### src/logic/amd_pkg.sv
// Purpose: Shared types and constants of the address mode decoder.
// Assumes: Opcode mode comes from an external opcode attribute table; the page comes from the $18 prefix.
// Notes:   The shared opcode, postbyte and mode encodings live here; the state encoding stays in amd_decoder.
//
// Contract
// - Words are big-endian: high byte first.
// - Any byte address accepted, no alignment.
// - Literal operand taken from stream, 8/16 bits.
// - Page-zero address: one byte, high byte zero.
// - Full address mode carries 16-bit address.
// - Relative target is program counter plus offset.
// - Indexed: postbyte then zero to two extensions.
// - Base select: X, Y, stack pointer, counter.
// - Short form adds 5-bit signed constant.
// - Wide constant form: 9 or 16 bit offset.
// - Nine-bit offset low byte from one extension.
// - Sixteen-bit offset from two extensions, added.
// - Sixteen-bit offset indirect: sum addresses pointer.
// - Auto adjust pre or post, -8..-1, +1..+8.
// - Auto adjust never uses program counter base.
// - Accumulator offset A, B or D, unsigned.
// - Selector 11: base plus D addresses pointer.
// - Prefix $18 selects second opcode page.
// - D is A high byte, B low byte.

`default_nettype none

package amd_pkg;

	// ----------------------------------------------------------------
	// Opcode and postbyte encodings
	// ----------------------------------------------------------------
	localparam logic [7:0] PAGE2_PREFIX   = 8'h18;
	localparam logic [2:0] WIDE_PREFIX    = 3'h7;
	localparam logic [1:0] BASE_X         = 2'h0;
	localparam logic [1:0] BASE_Y         = 2'h1;
	localparam logic [1:0] BASE_SP        = 2'h2;
	localparam logic [1:0] BASE_PC        = 2'h3;
	localparam logic [1:0] ACC_A          = 2'h0;
	localparam logic [1:0] ACC_B          = 2'h1;
	localparam logic [1:0] ACC_D          = 2'h2;
	localparam logic [1:0] ACC_D_INDIRECT = 2'h3;
	localparam int         SHORT_BIT      = 5;
	localparam int         AUTO_POST_BIT  = 4;
	localparam int         WIDE_ACC_BIT   = 2;
	localparam int         WIDE_SIZE_BIT  = 1;
	localparam int         WIDE_SIGN_BIT  = 0;

	// ----------------------------------------------------------------
	// Types
	// ----------------------------------------------------------------
	typedef enum logic [2:0] {
		REGISTER_ONLY_MODE,
		LITERAL8_OPERAND_MODE,
		LITERAL16_OPERAND_MODE,
		PAGE_ZERO_MODE,
		FULL_ADDRESS_MODE,
		RELATIVE8_MODE,
		RELATIVE16_MODE,
		INDEXED_MODE
	} amd_mode_t;

	typedef enum logic [2:0] {
		INDEXED_SHORT_MODE,
		INDEXED_AUTO_MODE,
		INDEXED_NINE_BIT_MODE,
		INDEXED_SIXTEEN_BIT_MODE,
		INDEXED_SIXTEEN_INDIRECT_MODE,
		INDEXED_ACCUMULATOR_MODE,
		INDEXED_D_INDIRECT_MODE
	} amd_form_t;

	typedef struct packed {
		amd_form_t   form;
		logic [1:0]  base_register_select;
		logic [1:0]  ext_count;
		logic [15:0] const_offset;
		logic        post_adjust;
		logic        nine_bit_sign;
		logic [1:0]  accumulator_offset_select;
	} amd_idx_t;

	typedef struct packed {
		logic [7:0]  acc_a;
		logic [7:0]  acc_b;
		logic [15:0] index_x;
		logic [15:0] index_y;
		logic [15:0] stack_pointer;
	} amd_regs_t;

	typedef struct packed {
		amd_mode_t   mode;
		amd_form_t   form;
		logic        page2;
		logic [7:0]  opcode;
		logic [15:0] address;
		logic [15:0] literal;
		logic        indirect;
		logic        wb_en;
		logic [1:0]  wb_sel;
		logic [15:0] wb_value;
		logic [15:0] next_pc;
	} amd_result_t;

endpackage

`default_nettype wire

### src/logic/amd_postbyte.sv
// Purpose: Combinational split of an index postbyte into its fields.
// Assumes: The postbyte is stable while the caller samples the result.
// Notes:   Pure decode; the caller adds bases and extension bytes.

`timescale 1ns/10ps
`default_nettype none

module amd_postbyte (
	// Postbyte in
	input  wire logic [7:0]   index_postbyte_i,
	// Decoded fields out
	output amd_pkg::amd_idx_t fields_o
);

	logic [3:0] adj_n;

	assign adj_n = index_postbyte_i[3:0];

	always_comb begin
		fields_o                           = '0;
		fields_o.base_register_select      = index_postbyte_i[7:6];
		fields_o.accumulator_offset_select = index_postbyte_i[1:0];
		fields_o.nine_bit_sign             = index_postbyte_i[amd_pkg::WIDE_SIGN_BIT];
		fields_o.form                      = amd_pkg::INDEXED_SHORT_MODE;
		if (!index_postbyte_i[amd_pkg::SHORT_BIT]) begin
			fields_o.const_offset = {{11{index_postbyte_i[4]}}, index_postbyte_i[4:0]};
		end else if (index_postbyte_i[7:5] == amd_pkg::WIDE_PREFIX) begin
			fields_o.base_register_select = index_postbyte_i[4:3];
			if (!index_postbyte_i[amd_pkg::WIDE_ACC_BIT]) begin
				if (!index_postbyte_i[amd_pkg::WIDE_SIZE_BIT]) begin
					fields_o.form      = amd_pkg::INDEXED_NINE_BIT_MODE;
					fields_o.ext_count = 2'h1;
				end else if (!index_postbyte_i[amd_pkg::WIDE_SIGN_BIT]) begin
					fields_o.form      = amd_pkg::INDEXED_SIXTEEN_BIT_MODE;
					fields_o.ext_count = 2'h2;
				end else begin
					fields_o.form      = amd_pkg::INDEXED_SIXTEEN_INDIRECT_MODE;
					fields_o.ext_count = 2'h2;
				end
			end else if (index_postbyte_i[1:0] == amd_pkg::ACC_D_INDIRECT) begin
				fields_o.form = amd_pkg::INDEXED_D_INDIRECT_MODE;
			end else begin
				fields_o.form = amd_pkg::INDEXED_ACCUMULATOR_MODE;
			end
		end else begin
			// A base field of 11 with bit 5 set always lands in the wide group above,
			// so the counter can never be an auto adjust base.
			fields_o.form        = amd_pkg::INDEXED_AUTO_MODE;
			fields_o.post_adjust = index_postbyte_i[amd_pkg::AUTO_POST_BIT];
			if (adj_n[3]) begin
				fields_o.const_offset = {12'hFFF, adj_n};
			end else begin
				fields_o.const_offset = {12'h000, adj_n} + 16'h0001;
			end
		end
	end

endmodule // amd_postbyte

`default_nettype wire

### src/logic/amd_decoder.sv
// Purpose: Walks the instruction byte stream and forms operand addresses.
// Assumes: Bytes arrive in program order; the attribute table answers in the same cycle.
// Notes:   One instruction at a time; the result is a one-cycle pulse.

`timescale 1ns/10ps
`default_nettype none

module amd_decoder (
	// Clock and reset
	input  wire logic                 clk_i,
	input  wire logic                 rst_n_i,
	// Instruction fetch queue
	input  wire logic                 fq_valid_i,
	input  wire logic [7:0]           fq_byte_i,
	input  wire logic [15:0]          insn_pc_i,
	output logic                      fq_ready_o,
	// Opcode attribute lookup
	output logic [7:0]                attr_opcode_o,
	output logic                      attr_page2_o,
	output logic                      attr_query_o,
	input  wire amd_pkg::amd_mode_t   attr_mode_i,
	// Register file view
	input  wire amd_pkg::amd_regs_t   regs_i,
	// Memory operand bus, pointer reads
	output logic                      mem_req_o,
	output logic [15:0]               mem_addr_o,
	input  wire logic                 mem_ack_i,
	input  wire logic [7:0]           mem_data_i,
	// Decode result
	output logic                      res_valid_o,
	output amd_pkg::amd_result_t      res_o
);

	// ----------------------------------------------------------------
	// State
	// ----------------------------------------------------------------
	typedef enum logic [2:0] {
		ST_OPCODE,
		ST_LOOKUP,
		ST_POST,
		ST_EXT,
		ST_CALC,
		ST_PTR_HI,
		ST_PTR_LO
	} amd_state_t;

	amd_state_t          state;
	amd_state_t          next_state;
	logic                page2;
	logic [7:0]          opcode;
	amd_pkg::amd_mode_t  mode;
	logic [7:0]          index_postbyte;
	logic [15:0]         full_address_mode;
	logic [1:0]          ext_left;
	logic [15:0]         pc_cnt;
	logic [7:0]          ptr_hi;
	logic                take;
	amd_pkg::amd_idx_t   idx;
	logic [15:0]         base;
	logic [15:0]         offset;
	logic [15:0]         sum;
	logic                indirect;
	amd_pkg::amd_result_t next_res;

	// ----------------------------------------------------------------
	// Helpers
	// ----------------------------------------------------------------
	function automatic logic [15:0] pick_base(input logic [1:0] sel, input amd_pkg::amd_regs_t r,
	                                          input logic [15:0] pc);
		unique case (sel)
			amd_pkg::BASE_X:  pick_base = r.index_x;
			amd_pkg::BASE_Y:  pick_base = r.index_y;
			amd_pkg::BASE_SP: pick_base = r.stack_pointer;
			amd_pkg::BASE_PC: pick_base = pc;
		endcase
	endfunction

	function automatic logic [1:0] ext_for_mode(input amd_pkg::amd_mode_t m);
		unique case (m)
			amd_pkg::LITERAL8_OPERAND_MODE,
			amd_pkg::PAGE_ZERO_MODE,
			amd_pkg::RELATIVE8_MODE:         ext_for_mode = 2'h1;
			amd_pkg::LITERAL16_OPERAND_MODE,
			amd_pkg::FULL_ADDRESS_MODE,
			amd_pkg::RELATIVE16_MODE:        ext_for_mode = 2'h2;
			amd_pkg::REGISTER_ONLY_MODE,
			amd_pkg::INDEXED_MODE:           ext_for_mode = 2'h0;
		endcase
	endfunction

	amd_postbyte u_postbyte (
		.index_postbyte_i (index_postbyte),
		.fields_o         (idx)
	);

	// ----------------------------------------------------------------
	// Handshakes
	// ----------------------------------------------------------------
	// Bytes are taken only in the states that consume stream bytes; there is no
	// alignment check anywhere, any address is as good as another.
	// An indexed form without extension bytes passes through the extension state with
	// nothing left to take; refusing there keeps the next opcode from being swallowed.
	assign fq_ready_o   = (state == ST_OPCODE) || (state == ST_POST) || (state == ST_EXT && ext_left != 2'h0);
	assign take         = fq_ready_o && fq_valid_i;
	assign attr_opcode_o = opcode;
	assign attr_page2_o = page2;
	assign attr_query_o = (state == ST_LOOKUP);
	assign mem_req_o    = (state == ST_PTR_HI) || (state == ST_PTR_LO);

	// ----------------------------------------------------------------
	// Next state
	// ----------------------------------------------------------------
	always_comb begin
		next_state = state;
		unique case (state)
			ST_OPCODE: begin
				if (take && !(fq_byte_i == amd_pkg::PAGE2_PREFIX && !page2)) begin
					next_state = ST_LOOKUP;
				end
			end
			ST_LOOKUP: begin
				if (attr_mode_i == amd_pkg::INDEXED_MODE) begin
					next_state = ST_POST;
				end else if (attr_mode_i == amd_pkg::REGISTER_ONLY_MODE) begin
					next_state = ST_CALC;
				end else begin
					next_state = ST_EXT;
				end
			end
			ST_POST: begin
				if (take) begin
					next_state = ST_EXT;
				end
			end
			ST_EXT: begin
				if (ext_left == 2'h0) begin
					next_state = ST_CALC;
				end else if (take && ext_left == 2'h1) begin
					next_state = ST_CALC;
				end
			end
			ST_CALC: begin
				next_state = indirect ? ST_PTR_HI : ST_OPCODE;
			end
			ST_PTR_HI: begin
				if (mem_ack_i) begin
					next_state = ST_PTR_LO;
				end
			end
			ST_PTR_LO: begin
				if (mem_ack_i) begin
					next_state = ST_OPCODE;
				end
			end
		endcase
	end

	always_ff @(posedge clk_i) begin
		if (!rst_n_i) begin
			state <= ST_OPCODE;
		end else begin
			state <= next_state;
		end
	end

	// ----------------------------------------------------------------
	// Opcode and page capture
	// ----------------------------------------------------------------
	always_ff @(posedge clk_i) begin
		if (!rst_n_i) begin
			page2  <= 1'b0;
			opcode <= 8'h00;
			mode   <= amd_pkg::REGISTER_ONLY_MODE;
		end else begin
			if (state == ST_OPCODE && take) begin
				if (fq_byte_i == amd_pkg::PAGE2_PREFIX && !page2) begin
					page2 <= 1'b1;
				end else begin
					opcode <= fq_byte_i;
				end
			end
			if (state == ST_LOOKUP) begin
				mode <= attr_mode_i;
			end
			if (state == ST_CALC && !indirect) begin
				page2 <= 1'b0;
			end
			if (state == ST_PTR_LO && mem_ack_i) begin
				page2 <= 1'b0;
			end
		end
	end

	// ----------------------------------------------------------------
	// Postbyte and extension bytes
	// ----------------------------------------------------------------
	always_ff @(posedge clk_i) begin
		if (!rst_n_i) begin
			index_postbyte <= 8'h00;
			full_address_mode            <= 16'h0000;
			ext_left       <= 2'h0;
		end else begin
			if (state == ST_LOOKUP) begin
				full_address_mode      <= 16'h0000;
				ext_left <= ext_for_mode(attr_mode_i);
			end
			if (state == ST_POST && take) begin
				index_postbyte <= fq_byte_i;
			end
			// The decoder sees the new postbyte one cycle later, so the count is
			// loaded here from the byte itself through a second decode.
			if (state == ST_POST && take) begin
				ext_left <= post_ext_count(fq_byte_i);
			end
			if (state == ST_EXT && take && ext_left != 2'h0) begin
				full_address_mode      <= {full_address_mode[7:0], fq_byte_i};
				ext_left <= ext_left - 2'h1;
			end
		end
	end

	function automatic logic [1:0] post_ext_count(input logic [7:0] pb);
		if (pb[7:5] == amd_pkg::WIDE_PREFIX && !pb[amd_pkg::WIDE_ACC_BIT]) begin
			post_ext_count = pb[amd_pkg::WIDE_SIZE_BIT] ? 2'h2 : 2'h1;
		end else begin
			post_ext_count = 2'h0;
		end
	endfunction

	// ----------------------------------------------------------------
	// Program counter tracking
	// ----------------------------------------------------------------
	// The counter follows every byte taken, so at the end it holds the address
	// of the next instruction, which is the reference for counter-relative sums.
	always_ff @(posedge clk_i) begin
		if (!rst_n_i) begin
			pc_cnt <= 16'h0000;
		end else if (take) begin
			if (state == ST_OPCODE && !page2) begin
				pc_cnt <= insn_pc_i + 16'h0001;
			end else begin
				pc_cnt <= pc_cnt + 16'h0001;
			end
		end
	end

	// ----------------------------------------------------------------
	// Address arithmetic
	// ----------------------------------------------------------------
	assign base = pick_base(idx.base_register_select, regs_i, pc_cnt);

	always_comb begin
		offset   = idx.const_offset;
		indirect = 1'b0;
		unique case (idx.form)
			amd_pkg::INDEXED_SHORT_MODE,
			amd_pkg::INDEXED_AUTO_MODE: begin
				offset = idx.const_offset;
			end
			amd_pkg::INDEXED_NINE_BIT_MODE: begin
				offset = {{8{idx.nine_bit_sign}}, full_address_mode[7:0]};
			end
			amd_pkg::INDEXED_SIXTEEN_BIT_MODE: begin
				offset = full_address_mode;
			end
			amd_pkg::INDEXED_SIXTEEN_INDIRECT_MODE: begin
				offset   = full_address_mode;
				indirect = (mode == amd_pkg::INDEXED_MODE);
			end
			amd_pkg::INDEXED_ACCUMULATOR_MODE: begin
				unique case (idx.accumulator_offset_select)
					amd_pkg::ACC_A: offset = {8'h00, regs_i.acc_a};
					amd_pkg::ACC_B: offset = {8'h00, regs_i.acc_b};
					default:        offset = {regs_i.acc_a, regs_i.acc_b};
				endcase
			end
			amd_pkg::INDEXED_D_INDIRECT_MODE: begin
				offset   = {regs_i.acc_a, regs_i.acc_b};
				indirect = (mode == amd_pkg::INDEXED_MODE);
			end
		endcase
	end

	assign sum = base + offset;

	always_comb begin
		next_res          = '0;
		next_res.mode     = mode;
		next_res.form     = idx.form;
		next_res.page2    = page2;
		next_res.opcode   = opcode;
		next_res.next_pc  = pc_cnt;
		unique case (mode)
			amd_pkg::REGISTER_ONLY_MODE: begin
				next_res.address = 16'h0000;
			end
			amd_pkg::LITERAL8_OPERAND_MODE: begin
				next_res.literal = {8'h00, full_address_mode[7:0]};
			end
			amd_pkg::LITERAL16_OPERAND_MODE: begin
				next_res.literal = full_address_mode;
			end
			amd_pkg::PAGE_ZERO_MODE: begin
				next_res.address = {8'h00, full_address_mode[7:0]};
			end
			amd_pkg::FULL_ADDRESS_MODE: begin
				next_res.address = full_address_mode;
			end
			amd_pkg::RELATIVE8_MODE: begin
				next_res.address = pc_cnt + {{8{full_address_mode[7]}}, full_address_mode[7:0]};
			end
			amd_pkg::RELATIVE16_MODE: begin
				next_res.address = pc_cnt + full_address_mode;
			end
			amd_pkg::INDEXED_MODE: begin
				next_res.indirect = indirect;
				if (idx.form == amd_pkg::INDEXED_AUTO_MODE) begin
					next_res.address  = idx.post_adjust ? base : sum;
					next_res.wb_en    = 1'b1;
					next_res.wb_sel   = idx.base_register_select;
					next_res.wb_value = sum;
				end else begin
					next_res.address = sum;
				end
			end
		endcase
	end

	// ----------------------------------------------------------------
	// Pointer fetch and result
	// ----------------------------------------------------------------
	always_ff @(posedge clk_i) begin
		if (!rst_n_i) begin
			mem_addr_o  <= 16'h0000;
			ptr_hi      <= 8'h00;
			res_o       <= '0;
			res_valid_o <= 1'b0;
		end else begin
			res_valid_o <= 1'b0;
			if (state == ST_CALC) begin
				res_o <= next_res;
				if (indirect) begin
					mem_addr_o <= sum;
				end else begin
					res_valid_o <= 1'b1;
				end
			end
			if (state == ST_PTR_HI && mem_ack_i) begin
				ptr_hi     <= mem_data_i;
				mem_addr_o <= mem_addr_o + 16'h0001;
			end
			if (state == ST_PTR_LO && mem_ack_i) begin
				res_o.address <= {ptr_hi, mem_data_i};
				res_valid_o   <= 1'b1;
			end
		end
	end

endmodule // amd_decoder

`default_nettype wire

### config.mk
export PLATFORM = sky130hd
export DESIGN_NAME = amd_decoder
export DESIGN_NICKNAME = d
export VERILOG_FILES = /design/src/logic/amd_pkg.sv /design/src/logic/amd_postbyte.sv /design/src/logic/amd_decoder.sv
export SDC_FILE = /design/constraint.sdc
export NUM_CORES = 1
export LEC_CHECK = 0
export ABC_AREA = 1
export BUFFER_PORTS_ARGS = -buffer_cell sky130_fd_sc_hd__clkbuf_2
export CELL_PAD_IN_SITES_DETAIL_PLACEMENT = 1
export CELL_PAD_IN_SITES_GLOBAL_PLACEMENT = 1
export CORE_MARGIN = 4
export CORE_UTILIZATION = 39
export DETAILED_ROUTE_END_ITERATION = 8
export PLACE_DENSITY = 0.79
export SETUP_SLACK_MARGIN = 0.05
export SLEW_MARGIN = 20
export SYNTH_ARGS = -nofsm -noshare
export SYNTH_HDL_FRONTEND = slang
export SYNTH_SLANG_ARGS = --single-unit
### constraint.sdc
create_clock -name clk_i -period 4.05 [get_ports clk_i]
set_input_delay 0.81 -clock clk_i [delete_from_list [all_inputs] [get_ports clk_i]]
set_output_delay 0.81 -clock clk_i [all_outputs]
set_load 0.03 [all_outputs]
* Word-level counts from Yosys, hierarchy flattened
Memory sizes are Yosys's and may differ from the RTL's.
Index checks and enable logic that the tools add are counted.
Widths: inputs -> output; s select.
** Word-level totals
- Register bits after elaboration :: 165
- Memory bits (read-only) :: 16
- Output and inout bits :: 112
- Logic and storage cells :: 157
- Memories kept :: 1
** Cells by class
- $add $sub $neg :: 8
- Eq/ne operators :: 34
- Muxes and demuxes :: 49
- Bitwise operators :: 2
- Reductions and logical operators :: 41
** Memories
- (no name shown) :: depth 8, bits a word 2, read ports 1, clocked after Yosys merged registers in 0, wr ports 0, line amd_decoder.sv:79 : unique case (m)
** Operators by type and width (number)
- $mux 16 :: 11
- $pmux 16 s5 :: 2
- $mux 68 :: 1
- $pmux 16 s2 :: 2
- $pmux 16 s4 :: 1
- $add 16x1->16 const B :: 3
- $add 16x16->16 :: 3
- $eq 3x3->1 const B :: 13
- $mux 3 :: 13
- $pmux 3 s7 :: 1
- $mux 20 :: 1
- $mux 19 :: 1
- $eq 3x2->1 const B :: 6
- $mux 17 :: 1
- $mux 2 :: 8
- $logic_and 1x1->1 :: 14
- $reduce_bool 2->1 :: 5
- $eq 3x1->1 const B :: 3
- $logic_not 3->1 :: 3
- $eq 8x5->1 const B :: 1
- $mux 7 :: 1
- $eq 2x1->1 const B :: 3
- $eq 2x2->1 const B :: 3
- $logic_not 2->1 :: 3
- other kinds (15) :: 31

* Logic depth before layout (Yosys ltp)
Gate-level depths: netlist of the first run.
- Depth after elaboration :: 14
- Gate-level depth with buffers :: 28
- Gate-level depth less buffers :: 28

* By module
Synthesis of the first run repeated with hierarchy kept, for this count alone.
** Second synthesis, totals
- Cell total of the unflattened synthesis :: 1627
- Area, all modules :: 10520.1 um^2
** Modules (own cells, without submodules)
- amd_decoder :: instances 1, cells each 1566, area an instance 10167.3 um^2, sequential area each 3303.2 um^2
- amd_postbyte :: instances 1, cells each 61, area an instance 352.8 um^2, sequential area each 0.0 um^2

* Worst setup path before layout of the first run
No wires, ideal clock.
- Kind :: register to register
- Start :: register index_postbyte[0]
- End :: register res_o[63] (netlist name)
- Setup time :: 0.128 ns
- Data arrival time :: 3.477 ns
- Slack :: 0.445 ns
- Cell stages (with the launch flop) :: 24
- Buffers on the path :: 0
- Path through :: dfxtp_1 -> ha_1 -> inv_1 -> ha_1 -> nor2_4 -> nand2_1 -> nor2_4 -> inv_1 -> o21ai_0 -> nand2_1 -> a22oi_1 -> ha_1 -> nand3_1 -> nand2_1 -> nand2_1 -> nand2_1 -> a21boi_0 -> o21ai_0 -> xnor2_1 -> nand2_1 -> nand2_1 -> nand3_1 -> a21oi_1 -> nor2_1
** On the way
- Cells in the longest elaborated chain, start to end :: 14
** Ends and longest elaborated chain
- from (decl) :: line amd_decoder.sv:52 : logic [7:0] index_postbyte;
- from (signal assigned) :: line amd_decoder.sv:208 : index_postbyte <= fq_byte_i;
- $eq 2x2->1 or $mux 3 (tied branches) :: line amd_postbyte.sv:40, amd_postbyte.sv:33
- $mux 2 or $mux 3 (tied branches) :: line amd_postbyte.sv:40, amd_postbyte.sv:30
- $mux 3 :: line amd_postbyte.sv:29 : if (!index_postbyte_i[amd_pkg::WIDE_ACC_BIT]) begin
- $mux 3 :: line amd_postbyte.sv:27 : end else if (index_postbyte_i[7:5] == amd_pkg::WIDE_PREFIX) begin
- $mux 7 :: line amd_postbyte.sv:25 : if (!index_postbyte_i[amd_pkg::SHORT_BIT]) begin
- $eq 3x3->1, or another cell as far along :: line amd_decoder.sv:255 : unique case (idx.form)
- $reduce_or 2->1 (on tied branches)
- $pmux 16 s5 :: line amd_decoder.sv:255
- $add 16x16->16 :: line amd_decoder.sv:284 : assign sum = base + offset;
- $mux 16 :: line amd_decoder.sv:318 : next_res.address = idx.post_adjust ? base : sum;
- $mux 16 (*) :: line amd_decoder.sv:317 : if (idx.form == amd_pkg::INDEXED_AUTO_MODE) begin
- $pmux 16 s5 (*) :: line amd_decoder.sv:293 : unique case (mode)
- $mux 68 (*) :: line amd_decoder.sv:340 : if (state == ST_CALC) begin
- $mux 16 (*) :: line amd_decoder.sv:352 : if (state == ST_PTR_LO && mem_ack_i) begin
- to (signal assigned) :: line amd_decoder.sv:341 : res_o <= next_res;
- to (decl) :: line amd_decoder.sv:31 : output amd_pkg::amd_result_t res_o
Every way passes the cells marked *; elsewhere a longest branch is shown, timed or not. The select of a mux whose other input is x is not followed.
A chain may end at the register's enable or synchronous reset.

* Worst setup path in the final report of the first run
- Start :: register index_postbyte[1]
- End :: register res_o[64] (netlist name)
** On the way
- Cells in the longest elaborated chain, start to end :: 14
** Ends and longest elaborated chain
- $eq 2x2->1 :: line amd_postbyte.sv:40 : end else if (index_postbyte_i[1:0] == amd_pkg::ACC_D_INDIRECT) begin
- $mux 2 :: line amd_postbyte.sv:40
- $mux 3 :: line amd_postbyte.sv:29
- $mux 3 :: line amd_postbyte.sv:27
- $mux 7 :: line amd_postbyte.sv:25
- $eq 3x3->1, or another cell as far along :: line amd_decoder.sv:255
- $reduce_or 2->1 (on tied branches)
- $pmux 16 s5 :: line amd_decoder.sv:255
- $add 16x16->16 :: line amd_decoder.sv:284
- $mux 16 :: line amd_decoder.sv:318
- $mux 16 (*) :: line amd_decoder.sv:317
- $pmux 16 s5 (*) :: line amd_decoder.sv:293
- $mux 68 (*) :: line amd_decoder.sv:340
- $mux 16 (*) :: line amd_decoder.sv:352
Marked as above.

==> results.cfg, run 1 <==
[outcome]
outcome = completed

[sta]
hold_ws_ns = 0.4561
finalHoldViolCount = 0
skew_ns = 0.01590
worst_pin_slew_ns = 0.9308
fmax_mhz = 261.8
min_period_ns = 3.820
max_slew_margin_pct = 37.80
setup_violations = 0
maxSlewViolCount = 0
fin_setup_tns_ns = 0
period_share_pct = 94.31

[global_routing]
grt_max_degree = 80
grt_pass1_vias = 11396
grt.total_usage_pct = 28.04
antenna_found_initial = 0
grt_pass1_wl_um = 63820
overflow = 0

[logic_synthesis]
synthTopCellsByArea = dfxtp_1 33%, nand2_1 12%, o21ai_0 9.5%
ys_warn_count = 0
avgSynthCellArea_um2 = 6.719
yosysMostFrequentCell = nand2_1
syn-num-nets = 1654
synth-edff-count = 0
synth_top_area_share_pct = 32.56
synthCells = 1510
async_flop_share_pct = 0
synthesis.area_um2 = 10150
ys_types = 60
ys_ff_latch = 165
yosys.area.top_type = dfxtp_1
synth-main-ff-cell = dfxtp_1
synth_common_cells = 313 x nand2_1, 193 x o21ai_0, 181 x a21oi_1, 181 x inv_1, 165 x dfxtp_1
ys_seq_area_share_pct = 32.56

[run]
drv_cap = 0

[pwr]
switchingPower_mw = 1.886
p_leak_nw = 5.716
finalPower_mw = 4.884
combPwrFrac_pct = 28.4
seqPwrFrac_pct = 36.2
power.density_nw_per_um2 = 388.7
switching_share_pct = 38.62
intPower_mw = 2.997
p_clk_share_pct = 35.4
ir_drop_mv = 0.2309

[cts]
cts_tree = yes
cts_made_buffers = 17
cts_buffer_depth = 2
clkLatencyLatePin_ns = 0.45
cts_root_buffer = clkbuf_16
htreeDepth = 4
clk_pin_slew_worst_paths_ns = 0.08
cts.sinks = 165

[detailed_routing]
wl_um = 40980
ant_nets = 0
drc = 0
viasPerCell = 5.480
drtPass1Iterations = 5
drt_iter0_markers = 761
vias = 11387
wl_per_cell_um = 19.72

[cells_and_area]
stdcell_area_um2 = 12560
area_delta_synth_final_pct = 23.84
drive_above_1_share_pct = 23.05
ff_latch_area_um2 = 3312
fin_cells = 2078
n_antenna_cell = 0
nFillCells = 3451
multi_input_area_um2 = 5942
final_net_count = 1879

[place]
gp_congestion = 0.9581
placed_area_um2 = 11680
hpwl_um = 31430
port_buffers = 214
placedCellCount = 2032

[floorplanning]
die-area_um2 = 28660
fp.dieH_um = 169.3
rows = 58
initial_utilization_pct = 39.95
io-pin-count = 215
die_w_um = 169.3
core_um2 = 25400

[setup_path]
worst_setup_path_end_kind = flip-flop
worstPathArrival_ns = 4.12
crit_required_ns = 4.35
cp_max_fo = 6
reg2reg_depth = 26
path_class = reg -> reg
startpoint_type = flip-flop

[hold_path]
holdPathStages = 2
min_path_type = reg -> reg
[cell type report]
cell class	count	area share, %
inverter	187	5.587
multi-input combinational	1088	47.29
sequential	165	26.36
tap	330	3.286
timing repair buffer	276	12.43
clock inverter	15	1.663
clock buffer	17	3.386
[power by group through the flow]
stage          Clock [mW]  Combinational, mW  Sequential (mW)
6_report             1.73               1.39             1.77
4_1_cts              1.74               1.33             1.77
3_3_place_gp            0               1.28             1.80
3_5_place_dp            0               1.31             1.80
5_1_grt              1.82               1.52             1.78
2_1_floorplan           0              0.863             1.82
[worst max-delay path, cell delays in order (launching register included)]
cell      delay, ns
dfxtp_4        0.38
ha_2           0.18
inv_2          0.05
ha_4           0.16
nor2_4         0.15
nand2_2        0.10
nor2_4         0.22
inv_2          0.10
o31ai_2        0.25
a21oi_1        0.07
a22oi_1        0.22
ha_1           0.33
nand2_1        0.11
nand3_2        0.08
inv_1          0.06
nor2_1         0.04
nor2_2         0.16
inv_1          0.08
nand2_1        0.07
nand2_2        0.07
a21boi_2       0.15
xor2_1         0.22
nand2_1        0.09
nand2_1        0.08
nand3_2        0.07
a21oi_2        0.14
nor2_1         0.04
[layout by cell type (no fill, tap or decap), types with 26 or more instances in the layout]
cell type / netlist / layout
buf_4: 12 / 60
nand2_1: 313 / 305
xor2_1: 26 / 26
inv_1: 181 / 175
dfxtp_1: 165 / 162
clkbuf_2: 0 / 214
nor2_1: 108 / 105
a21oi_1: 181 / 180
ha_1: 39 / 36
nand3_1: 49 / 45
o21ai_0: 193 / 187
[per-layer routing]
layer	global-route usage [%]	part of all wire [%]
met5	0	0
met1	38.85	46
met4	7.455	2.3
met2	45.67	46
met3	4.472	5.7
[logic make-up (layout without fill, tap and decap cells)]
kind of cell	count (synthesis)	in the layout	share of synthesized area, %
AOI/OAI and AO/OA	476	476	26.12
adders and majority gates	41	41	5.204
and+or+nand+nor	538	538	23.00
DFF	165	165	32.56
xor gates and xnor gates	33	33	2.849
buffers and inverters	257	495	10.27
[what timing repair did]
item / CTS / global route
hold buffers: 0 / 0
buffers inserted: 1 / 13
endpoints found under the hold margin: 0 / 0
endpoints found under the setup margin: 17 / 19
resized for setup: 8 / 44
gates cloned: 0 / 0
pin swaps: 1 / 19
[worst paths after layout]
kind                     start         to  slack (ns)
min reg2reg          ptr_hi[7]  ptr_hi[7]        0.46
min                  ptr_hi[7]  ptr_hi[7]        0.46
max          index_postbyte[1]  res_o[64]        0.23
max reg2reg  index_postbyte[1]  res_o[64]        0.23
[state kept, by name, summed over array words and instances, names as in the netlist]
name	count
ptr_hi	8
index_postbyte	8
state	3
ext_left	2
res_valid_o	1
attr_opcode_o	8
full_address_mode	16
res_o	83
pc_cnt	16
attr_page2_o	1
mode	3
mem_addr_o	16
[through the flow]
stage / utilization, % / setup slack [ns]
after detailed placement: 45.98 / -0.1672
after floorplan: - / 0.4451
after global placement: 45.97 / 0.02602
final: 49.47 / 0.2303
after CTS: 48.55 / 0.06194
after global routing: 49.47 / -0.03647
(Power assumes the default switching activity.)
==> inputs of run 2 (changes only) <==
- CELL_PAD_IN_SITES_DETAIL_PLACEMENT: 1 -> 0
==> results.cfg, run 2 (synthesis results as in run 1) <==
[setup_path]
r2r_slack_ns = 0.32
critPathMostFrequentCell = nand2_1
cp_cell_sequence = nand3_4 > o21ai_2 > nand2_2 > buf_4 > o21ai_1 > inv_1 > ha_1 > nand2_1 > nor3_1 > nand2_1 > nand2_1 > a21boi_1 > o21ai_1 > nand2_1 > nand3_1 > nand2_1 > o21ai_0 > nand2_1 > nand2_1 > a21oi_1
critPathTopFamily = simple AND/OR/NAND/NOR gates
worst_setup_path_end_kind = flip-flop
critical_path_buf_inv_count = 2
r2r_end = res_o[65]
cp_max_fo = 10
slowest_stage = dfxtp_1
reg2reg_depth = 20
r2r-start = index_postbyte[6]
critical_path.max_stage_delay_ns = 0.44
crit_required_ns = 4.33
startpoint_type = flip-flop
worstPathArrival_ns = 4.02
path_class = reg -> reg

[global_routing]
grt_max_degree = 80
overflow = 0
grt.total_usage_pct = 25.11
grt_pass1_vias = 10026
grt_pass1_wl_um = 57030
antenna_found_initial = 0

[floorplanning]
initial_utilization_pct = 39.95
die_w_um = 169.3
io-pin-count = 215
core_um2 = 25400
die-area_um2 = 28660
rows = 58
fp.dieH_um = 169.3

[cells_and_area]
drive_above_1_share_pct = 21.39
n_antenna_cell = 0
area_delta_synth_final_pct = 22.15
final_net_count = 1870
layout_commonest_cell = nand2_1
final_cell_mix = 311 x nand2_1, 214 x clkbuf_2, 187 x o21ai_0
largest_register_ffs = 83
largest_register = res_o

[detailed_routing]
drtPass1Iterations = 5
vias = 10759
wl_per_cell_um = 17.77
drt_iter0_markers = 888
viasPerCell = 5.200
drc = 0
wl_um = 36760
ant_nets = 0

[sta]
skew_ns = 0.01221
period_share_pct = 92.20
min_period_ns = 3.734
worst_pin_slew_ns = 0.9309
fin_ws_ns = 0.3157
rsz0062_at_grt = no
setup_violations = 0
finalHoldViolCount = 0
max_slew_margin_pct = 37.79
maxSlewViolCount = 0
hold_ws_ns = 0.4523
fin_setup_tns_ns = 0
fmax_mhz = 267.8

[cts]
clkLatencyLatePin_ns = 0.44
holdBufCountCts = 0
clk_pin_slew_worst_paths_ns = 0.08
cts_root_buffer = clkbuf_16
cts_buffer_depth = 2
cts_made_buffers = 17
cts.sinks = 165
htreeDepth = 4
cts_tree = yes

[place]
post-place-ws_ns = -0.08931
hpwl_um = 28730
port_buffers = 214
gp_congestion = 0.9581

[run]
drv_cap = 0

[pwr]
finalPower_mw = 4.795
ir_drop_mv = 0.2601
p_leak_nw = 5.638
power.density_nw_per_um2 = 386.9

[outcome]
outcome = completed

[hold_path]
holdPathStages = 2
min_to = ptr_hi[7]
hold_path_startpoint = ptr_hi[7]
min_path_type = reg -> reg
[run 2: cell count changes in the layout (fill, tap and decap cells not counted), sizes merged]
| cell | before | now |
|---|---|---|
| clkinv | 11 | 8 |
| buf | 62 | 53 |
| inv | 191 | 194 |
[run 2: power by group]
group          internal (mW)  leakage [nW]  switching (mW)
clock                  0.853         0.301           0.862
combinational          0.427          4.00           0.888
sequential              1.70          1.34          0.0643
total                   2.98          5.64            1.81
[run 2: cell type report]
type                    count  area [um^2]
fillers                  2709        13010
multi-input cells        1088         5852
flip-flops and latches    165         3308
repair buffers            267         1494
inverters                 187        701.9
clock buffers              17        425.4
well taps                 330        412.9
clock inverters            15        198.9
[run 2: worst register-to-register path, stage by stage (launching register included)]
cell and delay, ns:
dfxtp_1 0.44, nand3_4 0.19, o21ai_2 0.33, nand2_2 0.22, buf_4 0.23, o21ai_1 0.33
inv_1 0.10, ha_1 0.35, nand2_1 0.09, nor3_1 0.13, nand2_1 0.07, nand2_1 0.13
a21boi_1 0.10, o21ai_1 0.22, nand2_1 0.12, nand3_1 0.09, nand2_1 0.09, o21ai_0 0.15
nand2_1 0.07, nand2_1 0.06, a21oi_1 0.07
[run 2: metrics by stage]
stage,instance area (um^2),util (%),instances
finish,12390,48.79,2069
global route,12390,48.79,2069
CTS,12310,48.45,2064
detailed placement,11680,45.98,2032
global placement,11670,45.97,2032
floorplan,10150,-,1510
[run 2: how the worst max path moves through the flow]
stage,cells past startpoint,to,from,slack (ns)
after global placement,26,res_o[64],index_postbyte[0],0.03
final,20,res_o[65],index_postbyte[6],0.32
after CTS,23,res_o[63],index_postbyte[1],0.1
after global routing,27,res_o[64],index_postbyte[0],0.04
after floorplan,23,res_o[63],index_postbyte[0],0.45
after detailed placement,26,res_o[64],index_postbyte[0],-0.09
[run 2: repair_timing]
| action | in CTS | in global routing |
|---|---|---|
| resized for setup | 3 | 22 |
| setup endpoints to repair | 10 | 20 |
| setup buffers | 0 | 5 |
| pin swaps | 0 | 6 |
[run 2: metal layers]
layer	routed length (um)	global-route usage [%]	part of all wire, %	vias to the layer above
met5	0	0	0	-
met4	505	5.600	1.4	0
met1	18040	37.38	49	4877
met3	2220	3.308	6.0	33
li1	-	-	-	5461
met2	15990	38.80	44	388
